File: config.mk
export PLATFORM = sky130hd
export DESIGN_NAME = gpd_param_diag
export DESIGN_NICKNAME = d
export VERILOG_FILES = /design/src/shared/gpd_pkg.sv /design/src/rtl/gpd_nth_select.sv /design/src/rtl/gpd_param_diag.sv /design/src/rtl/gpd_reset_sync.sv
export SDC_FILE = /design/constraint.sdc
export NUM_CORES = 1
export LEC_CHECK = 0
export BUFFER_PORTS_ARGS = -buffer_cell sky130_fd_sc_hd__clkbuf_2
export CAP_MARGIN = 30
export CORE_AREA = 10 10 419 421
export DETAILED_ROUTE_END_ITERATION = 8
export DIE_AREA = 0 0 429 431
export PLACE_DENSITY_LB_ADDON = 0.25
export SLEW_MARGIN = 20
export SYNTH_ARGS = -nofsm -noshare
export SYNTH_HDL_FRONTEND = slang
export SYNTH_SLANG_ARGS = --single-unit
File: constraint.sdc
create_clock -name clock -period 2.5 [get_ports clock]
set_input_delay 0.25 -clock clock [delete_from_list [all_inputs] [get_ports clock]]
set_output_delay 0.25 -clock clock [all_outputs]
set_load 0.02 [all_outputs]
File: src/shared/gpd_pkg.sv
/*
  gpd_pkg: constants, register map and carrier types of the gateway parameter and diagnosis decoder.
  assumes one 10 MHz clock and an apb master with 32-bit data on the register side.
*/
package gpd_pkg;
  localparam int NCH = 32;
  localparam int NMOD = 16;
  localparam int CW = 6;
  localparam logic [CW-1:0] CHAN_MAX = 6'h0f;
  localparam logic [7:0] DEV_BYTES = 8'h02;
  localparam logic [7:0] IDENT_BYTES = 8'h08;
  localparam logic [7:0] CHAN_BYTES = 8'h03;
  localparam logic [7:0] CHAN_BASE = 8'h0a;

  // register byte offsets
  localparam logic [7:0] OFS_PARAM_STD = 8'h00;
  localparam logic [7:0] OFS_PARAM_DPV1 = 8'h04;
  localparam logic [7:0] OFS_DIAG_IDX = 8'h08;
  localparam logic [7:0] OFS_DIAG_BYTE = 8'h0c;
  localparam logic [7:0] OFS_DIAG_LEN = 8'h10;
  localparam logic [7:0] OFS_STATE = 8'h14;
  localparam logic [7:0] OFS_IRQ_STATUS = 8'h18;
  localparam logic [7:0] OFS_IRQ_CLEAR = 8'h1c;
  localparam logic [7:0] OFS_IRQ_ENABLE = 8'h20;

  // field positions
  localparam int POS_OVR_INHIBIT = 4;
  localparam int POS_DIAG_LONG = 5;
  localparam int POS_STARTUP_DEACT = 8;
  localparam int POS_STATIC_CFG = 30;
  localparam int POS_ST_OVERRIDE = 0;
  localparam int POS_ST_PARAMD = 1;
  localparam int POS_ST_EXCHANGE = 2;
  localparam int POS_ST_SEQERR = 3;

  // interrupt events
  localparam int NIRQ = 4;
  localparam int EV_PARAM = 0;
  localparam int EV_REFUSED = 1;
  localparam int EV_SEQERR = 2;
  localparam int EV_DIAG = 3;

  localparam logic [NIRQ-1:0] IRQ_RESET = 4'h0;
  localparam logic [31:0] WORD_ZERO = 32'h0000_0000;

  typedef struct packed {
    logic psel;
    logic penable;
    logic pwrite;
    logic [7:0] paddr;
    logic [31:0] pwdata;
  } gpd_apb_req_s;

  typedef struct packed {
    logic [31:0] prdata;
    logic pready;
    logic pslverr;
  } gpd_apb_rsp_s;

  typedef struct packed {
    logic [15:0] dev;
    logic [63:0] ident;
  } gpd_diag_head_s;
endpackage : gpd_pkg

File: src/rtl/gpd_nth_select.sv
/*
  gpd_nth_select: finds the position of the n-th set bit of a vector and counts the set bits.
  assumes a purely combinational use; n counts from zero.
*/
`timescale 1ns/1ps
module gpd_nth_select #(
  parameter int N = 32,
  parameter int W = 6
) (
  // request
  input wire logic [N-1:0] vec,
  input wire logic [W-1:0] nth,
  // answer
  output logic found,
  output logic [W-1:0] index,
  output logic [W-1:0] total
);
  logic [N:0][W-1:0] pre;
  logic [N-1:0] hit;

  assign pre[0] = '0;
  for (genvar i = 0; i < N; i++) begin : g_bit
    assign pre[i+1] = pre[i] + W'(vec[i]);
    assign hit[i] = vec[i] && (pre[i] == nth);
  end

  assign found = |hit;
  assign total = pre[N];

  always_comb begin
    index = '0;
    for (int i = 0; i < N; i++) begin
      if (hit[i]) begin
        index = W'(i);
      end
    end
  end
endmodule : gpd_nth_select

File: src/rtl/gpd_param_diag.sv
/*
  gpd_param_diag: gateway parameter decoder and diagnosis telegram builder with an apb register file.
  assumes the station firmware writes the master's parameter bytes over apb, the commissioning tool
  and module bus give synchronous inputs, and software fetches the telegram byte by byte.
*/
// The APB interface to the registers and the address map were decided locally.
`timescale 1ns/1ps
module gpd_param_diag
  import gpd_pkg::*;
(
  // clock and reset
  input wire logic clock,
  input wire logic resetn,
  // register bus
  input wire gpd_pkg::gpd_apb_req_s apb_req,
  output gpd_pkg::gpd_apb_rsp_s apb_rsp,
  // commissioning tool
  input wire logic tool_force_req,
  input wire logic tool_force_exit,
  // module bus state
  input wire logic seq_error,
  input wire gpd_pkg::gpd_diag_head_s diag_head,
  input wire logic [gpd_pkg::NCH-1:0] chan_active,
  input wire logic [gpd_pkg::NCH-1:0][23:0] chan_diag,
  input wire logic [gpd_pkg::NMOD-1:0] mod_capable,
  input wire logic [gpd_pkg::NMOD-1:0][7:0] mod_diag,
  // station outputs
  output logic manual_output_override,
  output logic pd_exchange,
  output logic irq
);
  import gpd_pkg::*;

  logic rst_n;
  logic ovr_inhibit_r;
  logic diag_long_r;
  logic startup_deact_r;
  logic static_cfg_r;
  logic paramd_r;
  logic override_r;
  logic exchange_r;
  logic irq_r;
  logic [7:0] diag_idx_r;
  logic [7:0] diag_len_r;
  logic [NIRQ-1:0] irq_status_r;
  logic [NIRQ-1:0] irq_enable_r;
  logic [NIRQ-1:0] irq_status_nxt;
  logic seq_error_q_r;
  logic pready_r;
  logic pslverr_r;
  logic [31:0] prdata_r;

  gpd_reset_sync u_reset_sync (
    .clock(clock),
    .resetn(resetn),
    .rst_sync_n(rst_n)
  );

  // apb decode: one wait state, write takes effect at the edge that sees pready high
  wire access = apb_req.psel && apb_req.penable;
  wire done = access && pready_r;
  wire wr_done = done && apb_req.pwrite;
  wire sel_std = (apb_req.paddr == OFS_PARAM_STD);
  wire sel_dpv1 = (apb_req.paddr == OFS_PARAM_DPV1);
  wire sel_idx = (apb_req.paddr == OFS_DIAG_IDX);
  wire sel_byte = (apb_req.paddr == OFS_DIAG_BYTE);
  wire sel_len = (apb_req.paddr == OFS_DIAG_LEN);
  wire sel_state = (apb_req.paddr == OFS_STATE);
  wire sel_stat = (apb_req.paddr == OFS_IRQ_STATUS);
  wire sel_clr = (apb_req.paddr == OFS_IRQ_CLEAR);
  wire sel_en = (apb_req.paddr == OFS_IRQ_ENABLE);
  wire mapped = sel_std | sel_dpv1 | sel_idx | sel_byte | sel_len | sel_state | sel_stat | sel_clr | sel_en;
  // read-only and write-only words refuse the wrong direction with pslverr
  wire wr_to_ro = apb_req.pwrite && (sel_byte | sel_len | sel_state | sel_stat);
  wire rd_of_wo = !apb_req.pwrite && sel_clr;
  wire dir_bad = wr_to_ro || rd_of_wo;
  wire bad = !mapped || dir_bad;
  // answer launched once per access; pready falling back keeps a held request from being taken twice
  wire answer = access && !pready_r;
  wire wr_std = wr_done && sel_std;
  wire wr_dpv1 = wr_done && sel_dpv1;
  wire wr_param = wr_std || wr_dpv1;
  wire wr_idx = wr_done && sel_idx;
  wire wr_clr = wr_done && sel_clr;
  wire wr_en = wr_done && sel_en;

  // only the documented bits are kept; reserved positions never reach the logic
  wire std_inhibit_nxt = apb_req.pwdata[POS_OVR_INHIBIT];
  wire std_long_nxt = apb_req.pwdata[POS_DIAG_LONG];
  wire dpv1_startup_nxt = apb_req.pwdata[POS_STARTUP_DEACT];
  wire dpv1_static_nxt = apb_req.pwdata[POS_STATIC_CFG];

  // manual output override from the commissioning tool
  // an inhibit set later does not cancel an active override; only an exit ends it
  wire force_blocked = ovr_inhibit_r && paramd_r;
  wire force_accept = tool_force_req && !force_blocked;
  wire force_refused = tool_force_req && force_blocked;
  wire override_nxt = force_accept ? 1'b1 : (tool_force_exit ? 1'b0 : override_r);

  // process data exchange on a module sequence error
  // the two combinations left open stop the exchange, the safer side
  wire keep_on_seq_act = !startup_deact_r && !static_cfg_r;
  wire keep_on_seq_deact = startup_deact_r && static_cfg_r;
  wire exchange_nxt = !seq_error || keep_on_seq_act || keep_on_seq_deact;
  wire seq_rise = seq_error && !seq_error_q_r;

  // diagnosis telegram: entry selection
  logic chan_found;
  logic [CW-1:0] chan_index;
  logic [CW-1:0] chan_total;
  logic mod_found;
  logic [CW-1:0] mod_index;
  logic [CW-1:0] mod_total;
  logic [7:0] diag_byte;

  wire [7:0] chan_rel = diag_idx_r - CHAN_BASE;
  wire [7:0] chan_k = chan_rel / CHAN_BYTES;
  wire [7:0] chan_b = chan_rel - 8'(chan_k * CHAN_BYTES);
  wire [7:0] mod_rel = diag_idx_r - DEV_BYTES;
  // channel list is cut at fifteen entries; further active channels are dropped
  wire [CW-1:0] chan_listed = (chan_total > CHAN_MAX) ? CHAN_MAX : chan_total;
  wire [7:0] len_long = CHAN_BASE + 8'(CHAN_BYTES * 8'(chan_listed));
  wire [7:0] len_short = DEV_BYTES + 8'(mod_total);
  wire [7:0] diag_len_nxt = diag_long_r ? len_long : len_short;

  gpd_nth_select #(
    .N(NCH),
    .W(CW)
  ) u_chan_select (
    .vec(chan_active),
    .nth(chan_k[CW-1:0]),
    .found(chan_found),
    .index(chan_index),
    .total(chan_total)
  );

  gpd_nth_select #(
    .N(NMOD),
    .W(CW)
  ) u_mod_select (
    .vec(mod_capable),
    .nth(mod_rel[CW-1:0]),
    .found(mod_found),
    .index(mod_index),
    .total(mod_total)
  );

  // each section forms its byte on its own; the index then picks one
  wire in_telegram = diag_idx_r < diag_len_nxt;
  wire in_dev = diag_idx_r < DEV_BYTES;
  wire in_ident = diag_idx_r < CHAN_BASE;
  wire chan_in_list = chan_found && (chan_k < 8'(CHAN_MAX));
  wire [7:0] dev_byte = diag_head.dev[8*diag_idx_r[0] +: 8];
  wire [7:0] mod_byte = mod_found ? mod_diag[mod_index[3:0]] : 8'h00;
  wire [7:0] ident_byte = diag_head.ident[8*mod_rel[2:0] +: 8];
  wire [7:0] chan_byte = chan_in_list ? chan_diag[chan_index[4:0]][8*(2 - chan_b[1:0]) +: 8] : 8'h00;

  // byte at the current index, zero past the end of the telegram
  always_comb begin
    diag_byte = 8'h00;
    if (in_telegram) begin
      if (in_dev) begin
        // both formats open with the gateway's own diagnosis
        diag_byte = dev_byte;
      end else if (!diag_long_r) begin
        // shortened format: capable modules follow in slot order
        diag_byte = mod_byte;
      end else if (in_ident) begin
        // identifier field, 64 bits, lowest byte first
        diag_byte = ident_byte;
      end else begin
        // three bytes per active channel, highest byte first
        diag_byte = chan_byte;
      end
    end
  end

  // interrupt events: set wins over a clear in the same cycle
  logic [NIRQ-1:0] irq_event;
  assign irq_event[EV_PARAM] = wr_param;
  assign irq_event[EV_REFUSED] = force_refused;
  assign irq_event[EV_SEQERR] = seq_rise;
  assign irq_event[EV_DIAG] = (diag_len_nxt != diag_len_r);
  wire [NIRQ-1:0] irq_clear = wr_clr ? apb_req.pwdata[NIRQ-1:0] : IRQ_RESET;
  assign irq_status_nxt = (irq_status_r & ~irq_clear) | irq_event;
  wire irq_nxt = |(irq_status_nxt & irq_enable_r);

  // read data mux
  logic [31:0] rd_word;
  always_comb begin
    rd_word = WORD_ZERO;
    if (sel_std) begin
      rd_word[POS_OVR_INHIBIT] = ovr_inhibit_r;
      rd_word[POS_DIAG_LONG] = diag_long_r;
    end else if (sel_dpv1) begin
      rd_word[POS_STARTUP_DEACT] = startup_deact_r;
      rd_word[POS_STATIC_CFG] = static_cfg_r;
    end else if (sel_idx) begin
      rd_word[7:0] = diag_idx_r;
    end else if (sel_byte) begin
      rd_word[7:0] = diag_byte;
    end else if (sel_len) begin
      rd_word[7:0] = diag_len_r;
    end else if (sel_state) begin
      rd_word[POS_ST_OVERRIDE] = override_r;
      rd_word[POS_ST_PARAMD] = paramd_r;
      rd_word[POS_ST_EXCHANGE] = exchange_r;
      rd_word[POS_ST_SEQERR] = seq_error_q_r;
    end else if (sel_stat) begin
      rd_word[NIRQ-1:0] = irq_status_r;
    end else if (sel_en) begin
      rd_word[NIRQ-1:0] = irq_enable_r;
    end
  end

  // apb answer; each field stands one cycle, then drops back to zero
  always_ff @(posedge clock or negedge rst_n) begin
    if (!rst_n) begin
      pready_r <= 1'b0;
    end else begin
      pready_r <= answer;
    end
  end

  always_ff @(posedge clock or negedge rst_n) begin
    if (!rst_n) begin
      pslverr_r <= 1'b0;
    end else begin
      pslverr_r <= answer && bad;
    end
  end

  always_ff @(posedge clock or negedge rst_n) begin
    if (!rst_n) begin
      prdata_r <= WORD_ZERO;
    end else begin
      prdata_r <= (answer && !apb_req.pwrite) ? rd_word : WORD_ZERO;
    end
  end

  // parameter storage; defaults are all zero
  always_ff @(posedge clock or negedge rst_n) begin
    if (!rst_n) begin
      ovr_inhibit_r <= 1'b0;
    end else if (wr_std) begin
      ovr_inhibit_r <= std_inhibit_nxt;
    end
  end

  always_ff @(posedge clock or negedge rst_n) begin
    if (!rst_n) begin
      diag_long_r <= 1'b0;
    end else if (wr_std) begin
      diag_long_r <= std_long_nxt;
    end
  end

  always_ff @(posedge clock or negedge rst_n) begin
    if (!rst_n) begin
      startup_deact_r <= 1'b0;
    end else if (wr_dpv1) begin
      startup_deact_r <= dpv1_startup_nxt;
    end
  end

  always_ff @(posedge clock or negedge rst_n) begin
    if (!rst_n) begin
      static_cfg_r <= 1'b0;
    end else if (wr_dpv1) begin
      static_cfg_r <= dpv1_static_nxt;
    end
  end

  // sticky until reset; refusal of the override depends on it
  always_ff @(posedge clock or negedge rst_n) begin
    if (!rst_n) begin
      paramd_r <= 1'b0;
    end else if (wr_param) begin
      paramd_r <= 1'b1;
    end
  end

  // station state and telegram pointer
  always_ff @(posedge clock or negedge rst_n) begin
    if (!rst_n) begin
      override_r <= 1'b0;
    end else begin
      override_r <= override_nxt;
    end
  end

  always_ff @(posedge clock or negedge rst_n) begin
    if (!rst_n) begin
      exchange_r <= 1'b1;
    end else begin
      exchange_r <= exchange_nxt;
    end
  end

  always_ff @(posedge clock or negedge rst_n) begin
    if (!rst_n) begin
      seq_error_q_r <= 1'b0;
    end else begin
      seq_error_q_r <= seq_error;
    end
  end

  always_ff @(posedge clock or negedge rst_n) begin
    if (!rst_n) begin
      diag_len_r <= DEV_BYTES;
    end else begin
      diag_len_r <= diag_len_nxt;
    end
  end

  always_ff @(posedge clock or negedge rst_n) begin
    if (!rst_n) begin
      diag_idx_r <= 8'h00;
    end else if (wr_idx) begin
      diag_idx_r <= apb_req.pwdata[7:0];
    end
  end

  // interrupt registers; the level output is a flop so it never glitches
  always_ff @(posedge clock or negedge rst_n) begin
    if (!rst_n) begin
      irq_status_r <= IRQ_RESET;
    end else begin
      irq_status_r <= irq_status_nxt;
    end
  end

  always_ff @(posedge clock or negedge rst_n) begin
    if (!rst_n) begin
      irq_enable_r <= IRQ_RESET;
    end else if (wr_en) begin
      irq_enable_r <= apb_req.pwdata[NIRQ-1:0];
    end
  end

  always_ff @(posedge clock or negedge rst_n) begin
    if (!rst_n) begin
      irq_r <= 1'b0;
    end else begin
      irq_r <= irq_nxt;
    end
  end

  assign apb_rsp = gpd_apb_rsp_s'{prdata: prdata_r, pready: pready_r, pslverr: pslverr_r};
  assign manual_output_override = override_r;
  assign pd_exchange = exchange_r;
  assign irq = irq_r;
endmodule : gpd_param_diag

File: src/rtl/gpd_reset_sync.sv
/*
  gpd_reset_sync: two-stage release of the asynchronous active-low reset.
  assumes resetn may fall at any time; release is aligned to clock.
*/
`timescale 1ns/1ps
module gpd_reset_sync (
  // clock and raw reset
  input wire logic clock,
  input wire logic resetn,
  // synchronised reset
  output logic rst_sync_n
);
  logic stage_r;

  always_ff @(posedge clock or negedge resetn) begin
    if (!resetn) begin
      stage_r <= 1'b0;
      rst_sync_n <= 1'b0;
    end else begin
      stage_r <= 1'b1;
      rst_sync_n <= stage_r;
    end
  end
endmodule : gpd_reset_sync

Word-level counts from Yosys, hierarchy flattened
Index checks and enable logic that the tools add are counted.

storage, ports and cells
  memories kept = 0
  memory bits (writable) = 0
  latch bits = 0
  ROM bits = 0
  flip-flop bits (word level) = 68
  bits of input ports = 1072

cells by class
  eq/ne operators = 55
  div/mod/pow operators = 1
  shift operators = 3
  bitwise operators = 15
  reductions and logical operators = 88
  magnitude comparators = 7
  add/subtract/negate cells = 52
  multiplexer cells = 76
  $mul = 2

operators by type and width
  kind                                                         count
  adder 6 x 1 -> 6 bit                                         44
  == test 6 bit                                                44
  binary-select mux 24 bit (select 5 bit)                      1
  2-to-1 mux 4 bit                                             23
  2-to-1 mux 8 bit                                             11
  2-to-1 mux 5 bit                                             16
  logical AND 1 bit                                            68
  indexed part select 64 x 7 -> 8 bit                          1
  indexed part select 24 x 33 -> 8 bit                         1
  binary-select mux 8 bit (select 4 bit)                       1
  == test 8 x 5 -> 1 bit (second input constant)               4
  OR reduction 32 bit                                          1
  2-to-1 mux 31 bit                                            1
  2-to-1 mux 3 bit                                             9
  2-to-1 mux 24 bit                                            1
  == test 8 x 4 -> 1 bit (second input constant)               2
  less-than comparator 8 x 4 -> 1 bit (second input constant)  2
  OR reduction 16 bit                                          1
  indexed part select 16 x 5 -> 8 bit                          1
  == test 1 x 6 -> 1 bit                                       2
  zero test 6 bit                                              2
  bitwise OR 1 bit                                             11
  2-to-1 mux 2 bit                                             5
  adder 4 x 8 -> 8 bit (first input constant)                  1
  other kinds (27)                                             46

Logic depth before layout (Yosys ltp)
  depth after elaboration = 48
  mapped depth = 63
  mapped depth without buffers = 62

Modules after synthesis
From an unflattened synthesis, not the netlist that was laid out.

unflattened totals
  cell total of the unflattened synthesis = 2233
  area, all modules = 21533.2 sq um

by module, submodules not included
  module                          sequential area each (sq um)  instances  cells an instance  area an instance (sq um)
  gpd_param_diag                  1128.6                        1          928                11529.8
  gpd_nth_select (u_chan_select)  0.0                           1          946                7089.3
  gpd_nth_select (u_mod_select)   0.0                           1          356                2860.2
  gpd_reset_sync                  50.0                          1          3                  53.8

Worst setup path before layout
No wires, ideal clock.

  path kind = in2reg
  start = input chan_active[0] (netlist bit)
  end = register prdata_r[4]
  cell stages on the path = 59
  arrival = 15482 ps
  buffers on the path = 1
  library setup time = 95 ps
  setup slack = -13077 ps
  required time = 2405 ps
  path through = fa_1 -> ha_1 -> fa_1 -> ha_1 -> ha_1 -> ha_1 -> ha_1 -> ha_1 -> ha_1 -> ha_1 -> ha_1 -> ha_1 -> ha_1 -> ha_1 -> ha_1 -> ha_1 -> ha_1 -> ha_1 -> [... 23 more ...] -> inv_1 -> ha_1 -> a21o_1 -> a21oi_1 -> xor2_1 -> nand2_1 -> o21ai_0 -> ha_1 -> o21ai_0 -> nand2b_1 -> a21oi_1 -> a2111oi_0 -> or3_1 -> clkbuf_1 -> a211o_1 -> a211oi_1 -> a31oi_1 -> o31ai_1

between the ends
  word-level cells in the longest chain between the ends = 46
  elaborated cells on any way between the ends = 146
  classes of those cells = 32 x add/sub; 1 x mul; 2 x order compare; 31 x eq/ne; 1 x shift; 45 x mux; 34 x reduce/logical

ends and longest elaborated chain
  what                                                           line                   RTL
  start, declared                                                gpd_param_diag.sv:23   input wire logic [gpd_pkg::NCH-1:0] chan_active,
  branches (longest 40 deep; another with adder 6 x 1 -> 6 bit)  --
  2-to-1 mux 8 bit (*)                                           gpd_param_diag.sv:161  if (in_telegram) begin
  2-to-1 mux 8 bit (*)                                           gpd_param_diag.sv:200  end else if (sel_byte) begin
  2-to-1 mux 8 bit (*)                                           gpd_param_diag.sv:198  end else if (sel_idx) begin
  2-to-1 mux 8 bit (*)                                           gpd_param_diag.sv:195  end else if (sel_dpv1) begin
  2-to-1 mux 2 bit (*)                                           gpd_param_diag.sv:192  if (sel_std) begin
  2-to-1 mux 31 bit (*)                                          gpd_param_diag.sv:237  prdata_r <= (answer && !apb_req.pwrite) ? rd_word : WORD_ZERO;
  end signal, assigned                                           gpd_param_diag.sv:237
  end, declared                                                  gpd_param_diag.sv:51   logic [31:0] prdata_r;

Mark *: on every way between the ends. The select of a mux whose other input is x is not followed.
A chain may end at the register's enable or synchronous reset.

Final worst setup path
  start = input chan_active[2] (netlist bit)
  end = register prdata_r[7]

between the ends
  word-level cells in the longest chain between the ends = 45
  elaborated cells on any way between the ends = 140
  classes of those cells = 31 x add/sub; 1 x mul; 2 x order compare; 29 x eq/ne; 1 x shift; 44 x mux; 32 x reduce/logical

ends and longest elaborated chain
  what                                                           line
  branches (longest 39 deep; another with adder 6 x 1 -> 6 bit)  --
  2-to-1 mux 8 bit (*)                                           gpd_param_diag.sv:161
  2-to-1 mux 8 bit (*)                                           gpd_param_diag.sv:200
  2-to-1 mux 8 bit (*)                                           gpd_param_diag.sv:198
  2-to-1 mux 8 bit (*)                                           gpd_param_diag.sv:195
  2-to-1 mux 3 bit (*)                                           gpd_param_diag.sv:192
  2-to-1 mux 31 bit (*)                                          gpd_param_diag.sv:237

Marks and branches as above.

==> parameters.txt <==
Parameter                              Value

Outcome
  Result of the run    finished, violations left
  Violations in the final reports    setup timing

Synth
  Yosys synthesis warning count    0
  Number of synthesized flops with an enable pin    0
  Synth top area cells    mux2i_1 (10%), nand2_1 (9.5%), xnor2_1 (9.2%), ha_1 (6.4%), dfrtp_1 (4.9%)
  Async set or reset register ratio after synthesis    100%
  Mean Syn Cell Area    7.26 um2
  Cell variety after synth    112
  Gate Count Post-Synth    3162
  Flip-flop and latch count after synthesis    47
  Sequential share of the synthesized area    5.14%
  Post-synth top flop    dfrtp_1
  Cell Area, Synth    0.0229 mm2
  Area leader, netlist    mux2i_1
  Area share of the largest cell type after synthesis    10.1%

Floorplanning
  Chip height    431 um
  Area of the die    0.185 mm2
  Standard cell core area    0.167 mm2
  Starting utilization of the core area    13.8%
  Die extent in x    429 um
  Number of ports placed on the die boundary    1109
  Total number of placement rows    150

Clock network
  Source-to-sink clock delay at the later pin of the worst-skew pair    0.30 ns
  Bufs on Longest Clock Path    2
  CTS tree    built
  Clock transition at path regs    0.07 ns
  Clock buffer count from CTS    5
  Clock Sinks    47
  H-Tree Depth    2
  Root buffer selected by CTS    clkbuf_16

Drt
  Total Wirelength    211 mm
  Via-to-Cell Ratio    4.47
  Number of nets with antenna violations after routing    0
  Drt wl/cell    28.5 um
  Number of DRC markers in iteration 0    2238
  Number of remaining DRC errors    0
  Pre-antenna DRT Iters    6
  Vias post-DR    33076

Placed design
  Post-DP HPWL    191 mm
  Quantity of I/O buffers inserted on ports    1064
  Routability congestion estimate    0.998
  Dpl cell area    0.0400 mm2

STA
  Clock period minus worst slack    12.34 ns
  Tcrit/Tclk final    493%
  Fmax achieved    81.1 MHz
  Max_slew headroom    37.6%
  Worst Tran Pin Value    0.931 ns
  Final worst setup slack    -9.84 ns
  Max-slew violations    0
  Endpoints failing setup    17
  Largest clock skew in the final design    0.00548 ns
  RSZ-0062 raised after global routing    yes
  Total count of hold-check failures in the final report    0

Critical path
  Critical Path Max Stage Delay    0.59 ns
  CP dominant cell by count    ha_4
  Critical path required time    2.71 ns
  Data arrival, critical path    12.55 ns
  Category of the worst setup path launch point    primary input
  Critical R2R Launch    diag_idx_r[1]
  Reg2Reg Capture Point    prdata_r[3]
  Crit path max-delay cell type    fa_2
  Type of destination of the critical path    register
  Depth of the worst register-to-register path    36
  Worst reg-to-reg setup slack    -6.43 ns
  Critical path fanouts, max    7
  Worst setup path category    primary input to register

Job
  Max-cap viol count    0

Final layout
  Final std cell area, no fill    0.0414 mm2
  Layout Nets    6354
  Multi-input combinational cell area    0.0225 mm2
  Reg area    0.00118 mm2
  Layout-stage area growth over the synthesis result    80.3%
  Count of fill cells added during filler insertion    18682
  Share of post-route cells with drive strength above 1    49.7%

Global routing
  GR Util All Layers    21.4%
  Pin count of the biggest net entering global routing    55
  GRT Residual Overflow    0
  Global-route wire length before repair    280 mm
  Number of global-route vias before repair    34259
  Number of antenna violations at the first check in global routing    72

Min path
  Launch point of the worst hold path    seq_error
  Type of the most critical hold path    primary input to register
  Hold Path Cell Cnt    1
  Capture endpoint of the worst hold path    seq_error_q_r
==> area by class of cell <==
cell class / count / area share (%)
repair buffers: 2184 / 35.1
flip-flops and latches: 47 / 2.86
multi-input cells: 2864 / 54.3
diodes: 27 / 0.163
inverters: 58 / 0.526
well taps: 2204 / 6.67
clock inverters: 2 / 0.0393
clock buffers: 6 / 0.312
==> registers in the layout, summed over array words and instances (netlist names), 4 cells and up <==
signal        count
irq_enable_r      4
diag_idx_r        8
irq_status_r      4
diag_len_r        8
prdata_r         10
==> synth_stat cells, types with 35 or more instances <==
cell type,instances
nand4_1,62
nand3_1,213
mux2i_1,231
nor3_1,80
clkbuf_1,94
dfrtp_1,45
buf_2,65
nand2_1,578
o211ai_1,55
xnor2_1,240
ha_1,117
inv_1,56
mux2_2,62
a21oi_1,126
o21ai_0,127
nor2_1,127
buf_4,35
a211oi_1,52
a31oi_1,51
and3_1,56
xor2_1,76
==> per-layer routing <==
| layer | up-vias | GRT usage, % | wire length (um) |
|---|---|---|---|
| met1 | 15992 | 24.8 | 83600 |
| met5 | - | 0 | 94 |
| li1 | 15683 | - | - |
| met3 | 212 | 3.34 | 10500 |
| met2 | 1173 | 39.5 | 108000 |
| met4 | 16 | 7.49 | 8210 |
==> kinds of logic after synthesis <==
kind of cell / Yosys count / synth area share (%)
xor gates and xnor gates: 380 / 18.1
and+or+nand+nor: 1312 / 27.3
other: 2 / 0.0327
muxes: 321 / 15.8
AOI/OAI and AO/OA: 690 / 20.7
adders and majority gates: 131 / 7.21
buffers and inverters: 279 / 5.60
DFF: 47 / 5.14
==> how the worst max path moves through the flow <==
| stage | from | end | slack, ns | cells past startpoint |
|---|---|---|---|---|
| finish | chan_active[2] | prdata_r[7] | -9.84 | 61 |
| global route | chan_active[2] | prdata_r[4] | -10.35 | 60 |
| CTS | chan_active[0] | prdata_r[4] | -9.88 | 59 |
| detailed placement | chan_active[2] | prdata_r[4] | -10.68 | 57 |
| global placement | chan_active[2] | prdata_r[4] | -10.69 | 57 |
| floorplan | chan_active[2] | prdata_r[4] | -10.15 | 59 |
==> layout by cell type, fill, tap and decap left out, drive strengths merged, types with 84 or more instances in the layout <==
| master | count |
|---|---|
| ha | 117 |
| o21ai | 137 |
| clkbuf | 1068 |
| mux2i | 233 |
| xnor2 | 254 |
| nand2 | 578 |
| xor2 | 84 |
| nand3 | 214 |
| a21oi | 129 |
| buf | 1121 |
| nor2 | 129 |
==> per-stage QoR <==
stage                     hold slack [ns]  util, %  setup WS [ns]  std cells  setup TNS [ns]
after floorplan                   -0.0456        -         -10.15       3190         -149.58
after global placement              0.133     24.0         -10.69       7317         -159.64
after detailed placement            0.133     24.0         -10.68       7318         -159.81
after CTS                          0.0992     24.5          -9.88       7348         -148.46
after global routing                0.103     24.8         -10.35       7387         -153.62
final                               0.105     24.8          -9.84       7392         -146.81
==> critical path, delay by kind of cell <==
kind,cells,cell delay [ns]
AO/OA/AOI/OAI,9,1.28
XOR/XNOR,9,1.95
adder cells (fa/ha/maj),29,7.25
buffers and inverters,7,0.83
AND/OR/NAND/NOR,7,0.93
==> repair_timing <==
action | 4_1_cts | 5_1_grt
pin swaps | 65 | 60
endpoints found under the hold margin | 2 | 0
resized for setup | 60 | 75
endpoints found under the setup margin | 17 | 17
hold buffers | 1 | 0
buffers inserted | 24 | 25
Power is left out: the tool's default activity adds up to more than one toggle a clock period on the data nets, which glitch-free logic cannot reach.
